===== src/include/sorting_cfg.svh =====
/*
 * Constants for the handler sorting output block: register offsets,
 * field positions, reset values and timing counts.
 * Assumes inclusion by bare name from the design file.
 */
`ifndef SORTING_CFG_SVH
`define SORTING_CFG_SVH

// Register byte offsets
`define REG_CTRL_OFS 8'h00
`define REG_RESULT_OFS 8'h04
`define REG_STATUS_OFS 8'h08
`define REG_MASK_OFS 8'h0c
`define REG_INPUT_OFS 8'h10

// Control fields
`define CTRL_CMP_ON 0
`define CTRL_AUX_ON 1
`define CTRL_SEC_ON 2
`define CTRL_EXTERNAL_TRIGGER_IN 3
`define CTRL_BEEP_LO 4
`define CTRL_BEEP_HI 5
`define CTRL_RESET 32'h0000_0000

// Result fields (written by the comparator side)
`define RES_BIN_LO 0
`define RES_BIN_HI 3
`define RES_PRI_BELOW 4
`define RES_PRI_ABOVE 5
`define RES_SEC_FAIL 6
`define RES_OVERLOAD_FLAG 7
`define RES_LOWC 8
`define RES_ERROR 9
`define RES_START 31

// Status event bits
`define EV_DONE 0
`define EV_TRIG 1
`define EV_ALARM 2
`define EV_BEEP 3
`define EV_W 4

// Beep pulse length
`define BEEP_NS 1000
`define CLK_NS 5
`define BEEP_CYC ((`BEEP_NS + `CLK_NS - 1) / `CLK_NS)

`endif


===== src/include/sorting_pkg.sv =====
/*
 * Types for the handler sorting output block.
 * Assumes sorting_cfg.svh is on the include path.
 */
`default_nettype none

package sorting_pkg;
    // Beep condition selection
    typedef enum logic [1:0] {
        BEEP_OFF = 2'h0,
        BEEP_REJECT = 2'h1,
        BEEP_PASS = 2'h2
    } beep_mode_t;

    // Bus write handshake states, one-hot
    typedef enum logic [2:0] {
        WR_IDLE = 3'b001,
        WR_RESP = 3'b010,
        WR_WAIT = 3'b100
    } wr_state_t;

    typedef logic [3:0] bin_code_t;
endpackage : sorting_pkg

`default_nettype wire


===== src/sorting_result_handler_output.sv =====
/*
 * Handler interface driver for the comparator sorting judgment.
 * Software (or the comparator) writes a result word over AXI4-Lite;
 * the block drives the active-low bin, reject and flag lines, the
 * measure-complete and alarm lines, and a beep request.
 * Assumes a single 200 MHz clock and pins that come from another domain.
 */
// Added by the designer: the address map and the AXI4-Lite interface to the registers.
`default_nettype none
`include "sorting_cfg.svh"

module sorting_result_handler_output (
    input wire logic CLOCK_I,
    input wire logic NRST_I,
    // AXI4-Lite slave
    input wire logic [7:0] AWADDR_I,
    input wire logic AWVALID_I,
    output logic AWREADY_O,
    input wire logic [31:0] WDATA_I,
    input wire logic [3:0] WSTRB_I,
    input wire logic WVALID_I,
    output logic WREADY_O,
    output logic [1:0] BRESP_O,
    output logic BVALID_O,
    input wire logic BREADY_I,
    input wire logic [7:0] ARADDR_I,
    input wire logic ARVALID_I,
    output logic ARREADY_O,
    output logic [31:0] RDATA_O,
    output logic [1:0] RRESP_O,
    output logic RVALID_O,
    input wire logic RREADY_I,
    // Handler pins, active low except the trigger input, which acts on its rising edge
    input wire logic EXTERNAL_TRIGGER_IN_I,
    input wire logic KEY_LOCK_N_I,
    output logic [8:0] SORT_BIN_N_O,
    output logic ALL_BINS_REJECT_N_O,
    output logic SECONDARY_FAIL_N_O,
    output logic AUX_BIN_N_O,
    output logic PRIMARY_BELOW_LIMIT_N_O,
    output logic PRIMARY_ABOVE_LIMIT_N_O,
    output logic OVERLOAD_FLAG_N_O,
    output logic LOW_CAP_OR_NO_CONTACT_N_O,
    output logic INDEX_N_O,
    output logic MEASURE_COMPLETE_N_O,
    output logic ALARM_N_O,
    // Internal side
    output logic MEAS_START_O,
    output logic KEY_LOCK_O,
    output logic BEEP_O,
    output logic IRQ_O
);
    import sorting_pkg::*;

    // Software state
    logic [31:0] ctrl; // Control word
    logic [31:0] result; // Latest judgment word
    logic [`EV_W-1:0] status; // Sticky events
    logic [`EV_W-1:0] mask; // Interrupt enables
    logic new_result; // One-cycle pulse on a result write

    // Pin synchronisers
    logic [1:0] trig_sync; // Trigger, two flops
    logic [1:0] lock_sync; // Key lock, two flops
    logic trig_prev; // Last synced trigger level

    // Bus handshake
    wr_state_t wr_state;
    logic aw_got; // Address taken
    logic w_got; // Data taken
    logic [7:0] aw_addr;
    logic [31:0] w_data;
    logic [3:0] w_strb;

    // Beep timer
    logic [15:0] beep_cnt;

    // Control field decode
    wire cmp_on = ctrl[`CTRL_CMP_ON];
    wire aux_on = ctrl[`CTRL_AUX_ON];
    wire sec_on = ctrl[`CTRL_SEC_ON];
    wire ext_mode = ctrl[`CTRL_EXTERNAL_TRIGGER_IN];
    wire beep_mode_t beep_mode = beep_mode_t'(ctrl[`CTRL_BEEP_HI:`CTRL_BEEP_LO]);

    // Result field decode
    wire bin_code_t bin = result[`RES_BIN_HI:`RES_BIN_LO];
    wire pri_below = result[`RES_PRI_BELOW];
    wire pri_above = result[`RES_PRI_ABOVE];
    wire sec_fail = result[`RES_SEC_FAIL];
    wire overload_flag = result[`RES_OVERLOAD_FLAG];
    wire lowc = result[`RES_LOWC];
    wire meas_err = result[`RES_ERROR];

    // Judgment classification
    wire in_bin = (bin >= 4'h1) && (bin <= 4'h9);
    wire sec_rej = in_bin && sec_on && sec_fail;
    wire pass = in_bin && !sec_rej && !overload_flag;
    wire out_rej = !overload_flag && (!in_bin || (sec_rej && !aux_on));
    wire aux_rej = !overload_flag && sec_rej && aux_on;

    // Next handler line levels (active high here, inverted at the flops)
    logic [8:0] next_bins;
    always_comb begin
        next_bins = 9'h000;
        // One bin line only, and only on a pass (bin 1 to 9, no secondary reject, no overload; low-C and error still sort)
        if (pass) begin
            next_bins[bin - 4'h1] = 1'b1;
        end
    end
    wire next_out = cmp_on && out_rej;
    wire next_aux = cmp_on && aux_rej;
    wire next_secondary_fail = cmp_on && sec_rej && !overload_flag;
    wire next_plo = cmp_on && !overload_flag && !in_bin && pri_below;
    wire next_phi = cmp_on && !overload_flag && !in_bin && pri_above;
    wire next_overload_flag = cmp_on && overload_flag;
    wire next_lowc = cmp_on && lowc;
    wire next_alarm = cmp_on && meas_err;

    // Beep condition
    wire reject = out_rej || aux_rej || overload_flag || lowc;
    wire beep_hit = new_result && (((beep_mode == BEEP_REJECT) && reject) ||
                    ((beep_mode == BEEP_PASS) && pass));

    // Synced trigger rising edge
    wire trig_rise = trig_sync[1] && !trig_prev;
    wire start = ext_mode && trig_rise;

    // Bus decode
    // Taken only at an edge where valid and ready are both high
    wire aw_take = AWVALID_I && AWREADY_O && !aw_got && (wr_state == WR_IDLE);
    wire w_take = WVALID_I && WREADY_O && !w_got && (wr_state == WR_IDLE);
    wire wr_fire = (wr_state == WR_RESP);
    wire wr_ctrl = wr_fire && (aw_addr == `REG_CTRL_OFS);
    wire wr_res = wr_fire && (aw_addr == `REG_RESULT_OFS);
    wire wr_stat = wr_fire && (aw_addr == `REG_STATUS_OFS);
    wire wr_mask = wr_fire && (aw_addr == `REG_MASK_OFS);
    wire wr_known = wr_ctrl || wr_res || wr_stat || wr_mask;
    wire [31:0] bytemask = {{8{w_strb[3]}}, {8{w_strb[2]}}, {8{w_strb[1]}}, {8{w_strb[0]}}};
    wire rd_take = ARVALID_I && !RVALID_O;
    wire rd_known = (ARADDR_I == `REG_CTRL_OFS) || (ARADDR_I == `REG_RESULT_OFS) ||
                    (ARADDR_I == `REG_STATUS_OFS) || (ARADDR_I == `REG_MASK_OFS) ||
                    (ARADDR_I == `REG_INPUT_OFS);
    logic [31:0] rd_data;
    always_comb begin
        unique case (ARADDR_I)
            `REG_CTRL_OFS: rd_data = ctrl;
            `REG_RESULT_OFS: rd_data = result;
            `REG_STATUS_OFS: rd_data = {28'h0, status};
            `REG_MASK_OFS: rd_data = {28'h0, mask};
            `REG_INPUT_OFS: rd_data = {30'h0, lock_sync[1], trig_sync[1]};
            default: rd_data = 32'h0;
        endcase
    end

    // Events: done, trigger, alarm, beep
    wire [`EV_W-1:0] events = {beep_hit, new_result && next_alarm, start, new_result};
    wire [`EV_W-1:0] next_status = (status & ~(wr_stat ? w_data[`EV_W-1:0] : 4'h0)) | events;

    // Pin synchronisers; first stage feeds only the second
    always_ff @(posedge CLOCK_I or negedge NRST_I) begin
        if (!NRST_I) begin
            trig_sync <= 2'b00;
            lock_sync <= 2'b11;
            trig_prev <= 1'b0;
        end else begin
            trig_sync <= {trig_sync[0], EXTERNAL_TRIGGER_IN_I};
            lock_sync <= {lock_sync[0], KEY_LOCK_N_I};
            trig_prev <= trig_sync[1];
        end
    end

    // Write channel handshake; address and data in either order
    always_ff @(posedge CLOCK_I or negedge NRST_I) begin
        if (!NRST_I) begin
            wr_state <= WR_IDLE;
            aw_got <= 1'b0;
            w_got <= 1'b0;
            aw_addr <= 8'h00;
            w_data <= 32'h0;
            w_strb <= 4'h0;
            BVALID_O <= 1'b0;
            BRESP_O <= 2'b00;
        end else begin
            unique case (wr_state)
                WR_IDLE: begin
                    if (aw_take) begin
                        aw_got <= 1'b1;
                        aw_addr <= AWADDR_I;
                    end
                    if (w_take) begin
                        w_got <= 1'b1;
                        w_data <= WDATA_I;
                        w_strb <= WSTRB_I;
                    end
                    if ((aw_got || aw_take) && (w_got || w_take)) begin
                        wr_state <= WR_RESP;
                    end
                end
                WR_RESP: begin
                    // Register updated this cycle, answer next
                    BVALID_O <= 1'b1;
                    BRESP_O <= wr_known ? 2'b00 : 2'b10;
                    wr_state <= WR_WAIT;
                end
                WR_WAIT: begin
                    if (BREADY_I) begin
                        BVALID_O <= 1'b0;
                        aw_got <= 1'b0;
                        w_got <= 1'b0;
                        wr_state <= WR_IDLE;
                    end
                end
            endcase
        end
    end

    // Ready rises one cycle after valid is seen and drops on the take
    always_ff @(posedge CLOCK_I or negedge NRST_I) begin
        if (!NRST_I) begin
            AWREADY_O <= 1'b0;
            WREADY_O <= 1'b0;
        end else begin
            AWREADY_O <= AWVALID_I && !aw_got && (wr_state == WR_IDLE) && !AWREADY_O;
            WREADY_O <= WVALID_I && !w_got && (wr_state == WR_IDLE) && !WREADY_O;
        end
    end

    // Read channel: one-cycle answer
    always_ff @(posedge CLOCK_I or negedge NRST_I) begin
        if (!NRST_I) begin
            ARREADY_O <= 1'b0;
            RVALID_O <= 1'b0;
            RDATA_O <= 32'h0;
            RRESP_O <= 2'b00;
        end else begin
            ARREADY_O <= rd_take && !ARREADY_O;
            if (ARREADY_O) begin
                RVALID_O <= 1'b1;
                RDATA_O <= rd_data;
                RRESP_O <= rd_known ? 2'b00 : 2'b10;
            end else if (RREADY_I) begin
                RVALID_O <= 1'b0;
            end
        end
    end

    // Software registers; byte strobes honoured for control and result, not for mask or status
    always_ff @(posedge CLOCK_I or negedge NRST_I) begin
        if (!NRST_I) begin
            ctrl <= `CTRL_RESET;
            result <= 32'h0;
            mask <= 4'h0;
            status <= 4'h0;
            new_result <= 1'b0;
        end else begin
            if (wr_ctrl) ctrl <= (ctrl & ~bytemask) | (w_data & bytemask);
            if (wr_res) result <= (result & ~bytemask) | (w_data & bytemask);
            if (wr_mask) mask <= w_data[`EV_W-1:0];
            new_result <= wr_res;
            // Set wins over write-one-to-clear
            status <= next_status;
        end
    end

    // Handler lines; off-state forces judgment high and index/complete low
    always_ff @(posedge CLOCK_I or negedge NRST_I) begin
        if (!NRST_I) begin
            SORT_BIN_N_O <= 9'h1ff;
            ALL_BINS_REJECT_N_O <= 1'b1;
            SECONDARY_FAIL_N_O <= 1'b1;
            AUX_BIN_N_O <= 1'b1;
            PRIMARY_BELOW_LIMIT_N_O <= 1'b1;
            PRIMARY_ABOVE_LIMIT_N_O <= 1'b1;
            OVERLOAD_FLAG_N_O <= 1'b1;
            LOW_CAP_OR_NO_CONTACT_N_O <= 1'b1;
            INDEX_N_O <= 1'b0;
            MEASURE_COMPLETE_N_O <= 1'b0;
            ALARM_N_O <= 1'b1;
        end else if (!cmp_on) begin
            SORT_BIN_N_O <= 9'h1ff;
            ALL_BINS_REJECT_N_O <= 1'b1;
            SECONDARY_FAIL_N_O <= 1'b1;
            AUX_BIN_N_O <= 1'b1;
            PRIMARY_BELOW_LIMIT_N_O <= 1'b1;
            PRIMARY_ABOVE_LIMIT_N_O <= 1'b1;
            OVERLOAD_FLAG_N_O <= 1'b1;
            LOW_CAP_OR_NO_CONTACT_N_O <= 1'b1;
            INDEX_N_O <= 1'b0;
            MEASURE_COMPLETE_N_O <= 1'b0;
            ALARM_N_O <= 1'b1;
        end else if (start) begin
            // New measurement: complete and index go inactive
            INDEX_N_O <= 1'b1;
            MEASURE_COMPLETE_N_O <= 1'b1;
        end else if (new_result) begin
            SORT_BIN_N_O <= ~(next_bins & {9{cmp_on}});
            ALL_BINS_REJECT_N_O <= !next_out;
            SECONDARY_FAIL_N_O <= !next_secondary_fail;
            AUX_BIN_N_O <= !next_aux;
            PRIMARY_BELOW_LIMIT_N_O <= !next_plo;
            PRIMARY_ABOVE_LIMIT_N_O <= !next_phi;
            OVERLOAD_FLAG_N_O <= !next_overload_flag;
            LOW_CAP_OR_NO_CONTACT_N_O <= !next_lowc;
            ALARM_N_O <= !next_alarm;
            INDEX_N_O <= 1'b0;
            MEASURE_COMPLETE_N_O <= 1'b0;
        end
    end

    // Internal outputs: start pulse, lock level, beep, interrupt
    always_ff @(posedge CLOCK_I or negedge NRST_I) begin
        if (!NRST_I) begin
            MEAS_START_O <= 1'b0;
            KEY_LOCK_O <= 1'b0;
            BEEP_O <= 1'b0;
            beep_cnt <= 16'h0;
            IRQ_O <= 1'b0;
        end else begin
            MEAS_START_O <= start;
            KEY_LOCK_O <= !lock_sync[1];
            if (beep_hit) begin
                beep_cnt <= 16'(`BEEP_CYC);
            end else if (beep_cnt != 16'h0) begin
                beep_cnt <= beep_cnt - 16'h1;
            end
            BEEP_O <= beep_hit || (beep_cnt > 16'h1);
            IRQ_O <= |(next_status & mask);
        end
    end

endmodule : sorting_result_handler_output

`default_nettype wire


===== config.mk =====
export PLATFORM = sky130hd
export DESIGN_NAME = sorting_result_handler_output
export DESIGN_NICKNAME = d
export VERILOG_FILES = /design/src/include/sorting_pkg.sv /design/src/sorting_result_handler_output.sv
export VERILOG_INCLUDE_DIRS = /design/src /design/src/include
export SDC_FILE = /design/constraint.sdc
export NUM_CORES = 1
export LEC_CHECK = 0
export BUFFER_PORTS_ARGS = -buffer_cell sky130_fd_sc_hd__buf_2
export CAP_MARGIN = 0
export CORE_MARGIN = 5
export CORE_UTILIZATION = 30
export CTS_CLUSTER_DIAMETER = 50
export DETAILED_ROUTE_END_ITERATION = 8
export PLACE_DENSITY = 0.47
export SLEW_MARGIN = 20
export SYNTH_ARGS = -nofsm -noshare
export SYNTH_HDL_FRONTEND = slang
export SYNTH_SLANG_ARGS = --single-unit
export TNS_END_PERCENT = 30

===== constraint.sdc =====
create_clock -name CLOCK_I -period 3.2 [get_ports CLOCK_I]
set_clock_uncertainty 0.05 [all_clocks]
set_input_delay 0 -clock CLOCK_I [delete_from_list [all_inputs] [get_ports CLOCK_I]]
set_output_delay 0 -clock CLOCK_I [all_outputs]
set_load 0.05 [all_outputs]

# After elaboration in Yosys (flattened, before gate mapping)
# Cells that the tools add are included.
[totals]
input_bits = 61
out_inout_bits = 64
regBits = 206
elab_cells = 221
[op_classes]
add_sub_neg = 2
n_mux = 50
n_bitwise = 12
n_eq_ne = 19
n_reduce_logical = 96
order_cmp = 5
[ops]
columns = ["operator", "n"]
rows = [
  ["32-bit case mux with 5 select lines", 1],
  ["32-bit AND", 3],
  ["32-bit OR", 2],
  ["1-bit logical AND", 46],
  ["9-bit two-way mux", 4],
  ["1-bit two-way mux", 33],
  ["8-bit by 4-bit == test with 1-bit output (second input constant)", 4],
  ["16-bit two-way mux", 2],
  ["32-bit inverter", 1],
  ["1-bit zero test", 20],
  ["8-bit by 3-bit == test with 1-bit output (second input constant)", 2],
  ["16-bit by 1-bit > comparator with 1-bit output (second input constant)", 1],
  ["8-bit zero test", 2],
  ["16-bit nonzero test", 1],
  ["16-bit by 1-bit subtractor with 16-bit output (second input constant)", 1],
  ["1-bit logical OR", 15],
  ["2-bit inequality test (second input constant)", 5],
  ["2-bit AND reduction", 5],
  ["9-bit AND", 1],
  ["9-bit inverter", 1],
  ["3-bit case mux with 3 select lines", 1],
  ["4-bit AND", 2],
  ["8-bit by 5-bit == test with 1-bit output (second input constant)", 1],
  ["4-bit by 1-bit greater-or-equal comparator with 1-bit output (second input constant)", 2],
  ["20 further kinds", 28],
]

# Logic depth before layout (Yosys ltp)
# Gate-level depths: netlist of run 1.
[logic_depth]
ltp_word = 16
ltp_mapped = 7
ltp_nobuf = 6

# Least setup slack after synthesis of run 1
# Ideal clock, no wire load.
[synth_path]
kind = "register to register"
from = "reg (tool-made name)"
to = "reg BEEP_O"
arrival_time_ns = 1.909
synth_period_minus_slack_ns = 2.098
path_slack_ns = 1.102
setup_ns = 0.139
stages_incl_launch_ff = 7
required_ns = 3.011
n_path_buf = 2
cell_sequence = "dfrtp_1 -> buf_2 -> or4_1 -> buf_2 -> and4_4 -> o21a_4 -> or4_1"
[synth_lines]
columns = ["element", "line", "source"]
rows = [
  ["to (signal assigned)", "sorting_result_handler_output.sv:326", "BEEP_O <= beep_hit || (beep_cnt > 16'h1);"],
  ["to (decl)", "sorting_result_handler_output.sv:50", "output logic BEEP_O,"],
]

==> metrics.md, run 1 <==
| Metric | Value |
|---|---|
| Outcome | finished clean |
| Tot GR Track Use | 0.1355 |
| Final setup viols | 0 |
| Initial antenna violation count | 1 |
| Element type at the critical path start | flop |
| Cell taking the most area after synthesis | dfrtp_1 |
| Die area | around 32000 sq um |
| Starting density of the core | 0.3029 |
| Most common cell in the netlist | dfrtp_1 |
| Final min period | ~2600 ps |
| Unrepaired setup endpoints after global routing | false |
| Main flop type after synthesis | dfrtp_1 |
| Total number of vias | 6120 |
| Root Buffer | clkbuf_16 |
| Required @ worst endpoint | 3560 ps |
| Peak Freq | 0.3846 GHz |
| Post-DP HPWL | roughly 15000 microns |
| Routed Wire Length | 22170 microns |
| Core Region | 28630 sq um |
| Drt drc | 0 |
| CP max FO | 10 |
| Most area-consuming cells after synthesis | dfrtp_1, mux2_2, dfstp_2 |
| Synthesis-to-layout area growth | 29.93% |
| HP Class | primary input to flop |
| Worst-path clk slew | ~60 ps |
| Seq cells post-synth | 204 |
| DRT Pass-1 Iters | 4 |
| Max Cap Violations | 0 |
| Period utilization | 0.8125 |
| GP Congestion | 0.7439 |
| Logic pwr share | 0.136 |
| Inst Count DP | 1177 |
| Worst vdd ir | 0.3328 mV |
| Iter 0 DRT Violations | 406 |
| Std cell rows | 62 |
| H-tree Lvls | 1 |
| TritonCTS clock tree | built |
| Clk buf depth | 3 |
| Switching power | 0.001953 W |
| Mapped Cells | 697 |
| CTS sink cnt | 204 |
| Number of I/O port buffers | 122 |
| EDFF count, synth | 0 |
| Vias in the first global route | 6326 |
| Unique cell type count in the Yosys netlist | 58 |
| Fin area | 11260 sq um |
| Slew Limit Fails | 0 |
| IO Pins | 125 |
| Worst-skew pair later-pin latency | 540 ps |
| Pwr per Cell Area | 618.6 nW/um^2 |
| Hold path start | ARADDR_I[2] |
| Mean Syn Cell Area | around 12 sq um |
| Fillers | 2775 |
| Die Wd | 180.0 microns |
| Post-synthesis cell area | between 8000 and 9000 sq um |
| Via density | 4.748 |
| Clock power frac | 0.429 |
| DP Area | 9737 sq um |
| Routed length per instance | 17.20 microns |
| Setup CP Type | flop to flop |
| First-pass GRT wire length | 36040 microns |
| Hold Vio Cnt, Final | 0 |
| Final #Nets | 946 |
| Worst Path Arrival | ~3000 ps |
| Rel. slew slack | 0.5338 |
| Remaining antenna violation count | 0 |
| Sequential area share after synthesis | 0.5917 |
| Die H | 180.0 microns |
| Worst-Margin Slew | 699.2 ps |
| Synth top cells by count | dfrtp_1, mux2_2, inv_1 |
| Final cell count without fillers | around 1300 |
| Fin Setup TNS | 0 ps |
| TritonCTS buffer count | 27 |
| Switching Share | 0.2803 |
| Reg power frac | 0.436 |
| Internal power | 0.005015 W |
| Largest net degree at the start of global routing | 94 |
| Syn. warnings | 0 |
| Asr flop ratio synth | 1.000 |
| CP Capture Type | flop |
| Share of the synthesized area in the top cell type | 0.5311 |
| Grt ovf | 0 |
| Leakage | around 5.3 nW |
| Share of cells above drive strength 1 | 0.3518 |
==> metal layers <==
metal  vias to the layer above  track usage  wire length [microns]
met5                         -            0                      0
met4                         0      0.03779                    482
met3                        35      0.02627                    904
met2                       128       0.2012                   9669
met1                      3020       0.2021                  11120
li1                       2937            -                      -
==> power groups by stage <==
stage	Clock (W)	Combinational, W	Sequential (W)
6_report	0.00299	0.000945	0.00304
5_1_grt	0.00317	0.00106	0.00307
4_1_cts	0.00307	0.000957	0.00303
3_5_place_dp	0	0.000894	0.00307
3_3_place_gp	0	0.000892	0.00308
2_1_floorplan	0	0.000584	0.00306
==> through the flow <==
| step | power [W] | setup WS, ps | util | hold slack [ps] |
|---|---|---|---|---|
| 6_report | 0.006969 | 600.0 | 0.3935 | 42.29 |
| 5_1_grt | 0.007300 | 506.2 | 0.3935 | 53.31 |
| 4_1_cts | 0.007061 | 616.9 | 0.3934 | 22.13 |
| 3_5_place_dp | 0.003966 | 818.2 | 0.3402 | -44.94 |
| 3_3_place_gp | 0.003967 | 870.1 | 0.3402 | -40.11 |
| 2_1_floorplan | 0.003640 | 1102 | - | -345.6 |
==> final timing paths <==
| check | to | slack [ps] | cells past startpoint |
|---|---|---|---|
| min in group asynchronous | wr_state[0]$_DFFE_PN1P_ | 50 | 2 |
| setup reg to reg | RDATA_O[1]$_DFFE_PN0P_ | 600 | 6 |
| setup / recovery | RDATA_O[1]$_DFFE_PN0P_ | 600 | 6 |
| max in group asynchronous | lock_sync[1]$_DFF_PN1_ | 2500 | 3 |
| hold / removal | RDATA_O[0]$_DFFE_PN0P_ | 40 | 4 |
| hold reg to reg | lock_sync[1]$_DFF_PN1_ | 310 | 0 |
==> cells in the final DEF (no fill, tap or decap), types with 9 or more instances in the layout <==
cell type | netlist | final
inv_1 | 46 | 46
mux2_2 | 104 | 104
dfstp_2 | 20 | 20
o21ai_0 | 27 | 27
dfrtp_1 | 184 | 184
o22ai_1 | 31 | 31
buf_2 | 7 | 121
nor2_1 | 29 | 29
nor4_1 | 9 | 9
a22oi_1 | 28 | 28
nand3_1 | 11 | 11
a21oi_1 | 20 | 20
dlygate4sd3_1 | 0 | 60
nand2_1 | 21 | 21
buf_4 | 3 | 10
clkbuf_16 | 0 | 27
nand4_1 | 9 | 9
==> kinds of logic (layout without fill, tap and decap cells) <==
| group | Yosys count | count (layout) | synth area share |
|---|---|---|---|
| compound gates | 136 | 136 | 0.1019 |
| fa+ha+maj | 2 | 2 | 0.002886 |
| buf+inv | 85 | 291 | 0.03911 |
| other cells | 1 | 3 | 0.0004325 |
| simple gates | 153 | 153 | 0.1081 |
| mux | 116 | 116 | 0.1559 |
| flops | 204 | 204 | 0.5917 |
==> critical path: stages (launching register included) <==
cell and delay [ps]:
dfrtp_1 490, mux4_2 500, nor2b_1 150, a31oi_1 130
dlygate4sd3_1 550, o22ai_1 50, dlygate4sd3_1 550
==> cell type report <==
| class | count | area [sq um] | area share |
|---|---|---|---|
| clock buffers | 39 | 760.7 | 0.06753 |
| well taps | 384 | 480.5 | 0.04265 |
| repair buffers | 195 | 1363 | 0.1210 |
| inverters | 46 | 172.7 | 0.01533 |
| diodes | 1 | 2.502 | 0.0002221 |
| multi-input cells | 409 | 3219 | 0.2858 |
| clock inverters | 11 | 136.4 | 0.01211 |
| flip-flops and latches | 204 | 5130 | 0.4554 |
==> what timing repair did <==
item                                   4_1_cts  5_1_grt
gates resized for setup                      0        0
hold buffers                                61        0
endpoints found under the hold margin      258        0
setup buffers                                0        0
Power figures use the tool's default switching activity.
==> run 2, diff against run 1 <==
clock period = 2.42 ns   (was 3.2 ns; I/O delays follow)
==> metrics.md, run 2 (synthesized netlist as in run 1, its figures left out) <==
| Metric | Value |
|---|---|
| Outcome | finished clean |
| Routed length per instance | 16.92 microns (-1.6%) |
| Tot GR Track Use | 0.1360 (+0.0004743) |
| Iter 0 DRT Violations | 336 (-17%) |
| Most common cell after layout, fill and taps aside | dfrtp_1 |
| Worst-path clk slew | 60 ps (about the same) |
| First-pass GRT wire length | 36290 microns (+0.69%) |
| Initial antenna violation count | 1 (unchanged) |
| Final #Nets | 968 (+2.3%) |
| Setup CP Type | flop to flop |
| CP max FO | 15 (+5) |
| Remaining antenna violation count | 0 (unchanged) |
| R2R cell count | 4 (-2) |
| Required @ worst endpoint | 2750 ps (-810 ps) |
| Pwr per Cell Area | 844.1 nW/um^2 (+36%) |
| Element type at the critical path start | flop |
| Largest net degree at the start of global routing | 72 (-23%) |
| CTS sink cnt | 204 (unchanged) |
| Postcts setup bufs | 0 (unchanged) |
| Post-DP HPWL | 15000 microns (about the same) |
| Via density | 4.729 (-0.40%) |
| TritonCTS clock tree | built |
| Rel. slew slack | 0.5782 (+0.04438) |
| Final setup viols | 0 (unchanged) |
| Worst vdd ir | 0.4939 mV (+48%) |
| FF-to-FF End | BEEP_O$_DFF_PN0_ |
| Die H | 180.0 microns (unchanged) |
| Unrepaired setup endpoints after global routing | false |
| Die Wd | 180.0 microns (unchanged) |
| H-tree Lvls | 1 (unchanged) |
| Min Hold Slack | 10.08 ps (-32.21 ps) |
| PostCTS Resize Cnt | 0 (unchanged) |
| Hold buffers post-CTS | 64 (+4.9%) |
| HP Class | primary input to asynchronous set/reset pin |
| IO Pins | 125 (unchanged) |
| Total number of vias | 6204 (+1.4%) |
| Period utilization | 0.9230 (+0.1105) |
| Die area | 32400 sq um (unchanged) |
| Starting density of the core | 0.3029 (unchanged) |
| CP Capture Type | flop |
| Slew Limit Fails | 0 (unchanged) |
| Share of cells above drive strength 1 | 0.3668 (+0.01500) |
| Max Cap Violations | 0 (unchanged) |
| Worst-Margin Slew | 632.7 ps (-66.57 ps) |
| Grt ovf | 0 (unchanged) |
| Core Region | 28630 sq um (unchanged) |
| Routed Wire Length | 22200 microns (+0.11%) |
| Final min period | 2234 ps (-366.3 ps) |
| DRT Pass-1 Iters | 4 (unchanged) |
| GP Congestion | 0.7514 (+1.0%) |
| Hold Vio Cnt, Final | 0 (unchanged) |
| Vias in the first global route | 6484 (+2.5%) |
| TritonCTS buffer count | 28 (+3.7%) |
| Drt drc | 0 (unchanged) |
| Std cell rows | 62 (unchanged) |
| Worst-skew pair later-pin latency | 530 ps (about the same) |
| Most frequent cells in the layout | dfrtp_1, buf_2, mux2_2 |
| Leakage | 5.471 nW (+3.3%) |
| Register-to-register setup slack | 190 ps (-410 ps) |
| Number of I/O port buffers | 122 (unchanged) |
| Fin Setup TNS | 0 ps (unchanged) |
| Root Buffer | clkbuf_16 |
| Clk buf depth | 3 (unchanged) |
| Synthesis-to-layout area growth | 33.32% |
| Peak Freq | 0.4477 GHz (+16%) |
| Worst Path Arrival | 2570 ps (-390 ps) |
[run 2: area by class of cell]
class | instances | area (sq um)
flip-flops and latches | 204 | 5130
clock buffers | 38 | 799.5
inverters | 46 | 172.7
clock inverters | 14 | 219.0
fillers | 2734 | 17070
repair buffers | 216 | 1535
well taps | 384 | 480.5
multi-input cells | 409 | 3219
diodes | 1 | 2.502
[run 2: where the power goes]
group	internal (W)	total (W)	switching, W	leakage (nW)
Clock	0.00286	0.00439	0.00153	0.493
Sequential	0.00369	0.00399	0.000306	2.72
Combinational	0.000609	0.00137	0.000761	2.25
Total	0.00716	0.00976	0.00260	5.47
[run 2: worst max-delay path by stage]
stage,depth (start not counted),endpoint
4_1_cts,4,BEEP_O$_DFF_PN0_
3_5_place_dp,4,BEEP_O$_DFF_PN0_
3_3_place_gp,4,BEEP_O$_DFF_PN0_
2_1_floorplan,6,BEEP_O$_DFF_PN0_
5_1_grt,4,flop
6_report,4,BEEP_O$_DFF_PN0_
[run 2: critical path, cell delays in order, from the launching register on]
cell and delay (ps):
dfrtp_1 470, a21oi_1 450, a41oi_1 250, o21a_4 340
or4_1 530
[run 2: per-stage QoR]
step / cell area (sq um) / std cells / utilization / total power (W) / setup slack, ps
2_1_floorplan: 8673 / 698 / - / 0.004814 / 322.2
3_3_place_gp: 9897 / 1195 / 0.3457 / 0.005345 / 177.7
3_5_place_dp: 9897 / 1195 / 0.3457 / 0.005352 / 185.6
4_1_cts: 11560 / 1311 / 0.4037 / 0.009908 / 164.6
5_1_grt: 11560 / 1312 / 0.4038 / 0.01028 / 29.78
6_report: 11560 / 1312 / 0.4038 / 0.009757 / 186.3
[run 2: layer usage]
| layer | wire (microns) | GRT usage | part of all wire | up-vias |
|---|---|---|---|---|
| met5 | 0 | 0 | 0 | - |
| met4 | 430 | 0.03170 | 0.019 | 0 |
| met3 | 1024 | 0.02749 | 0.046 | 30 |
| met2 | 10050 | 0.2118 | 0.45 | 120 |
| met1 | 10690 | 0.1962 | 0.48 | 3077 |
| li1 | - | - | - | 2977 |
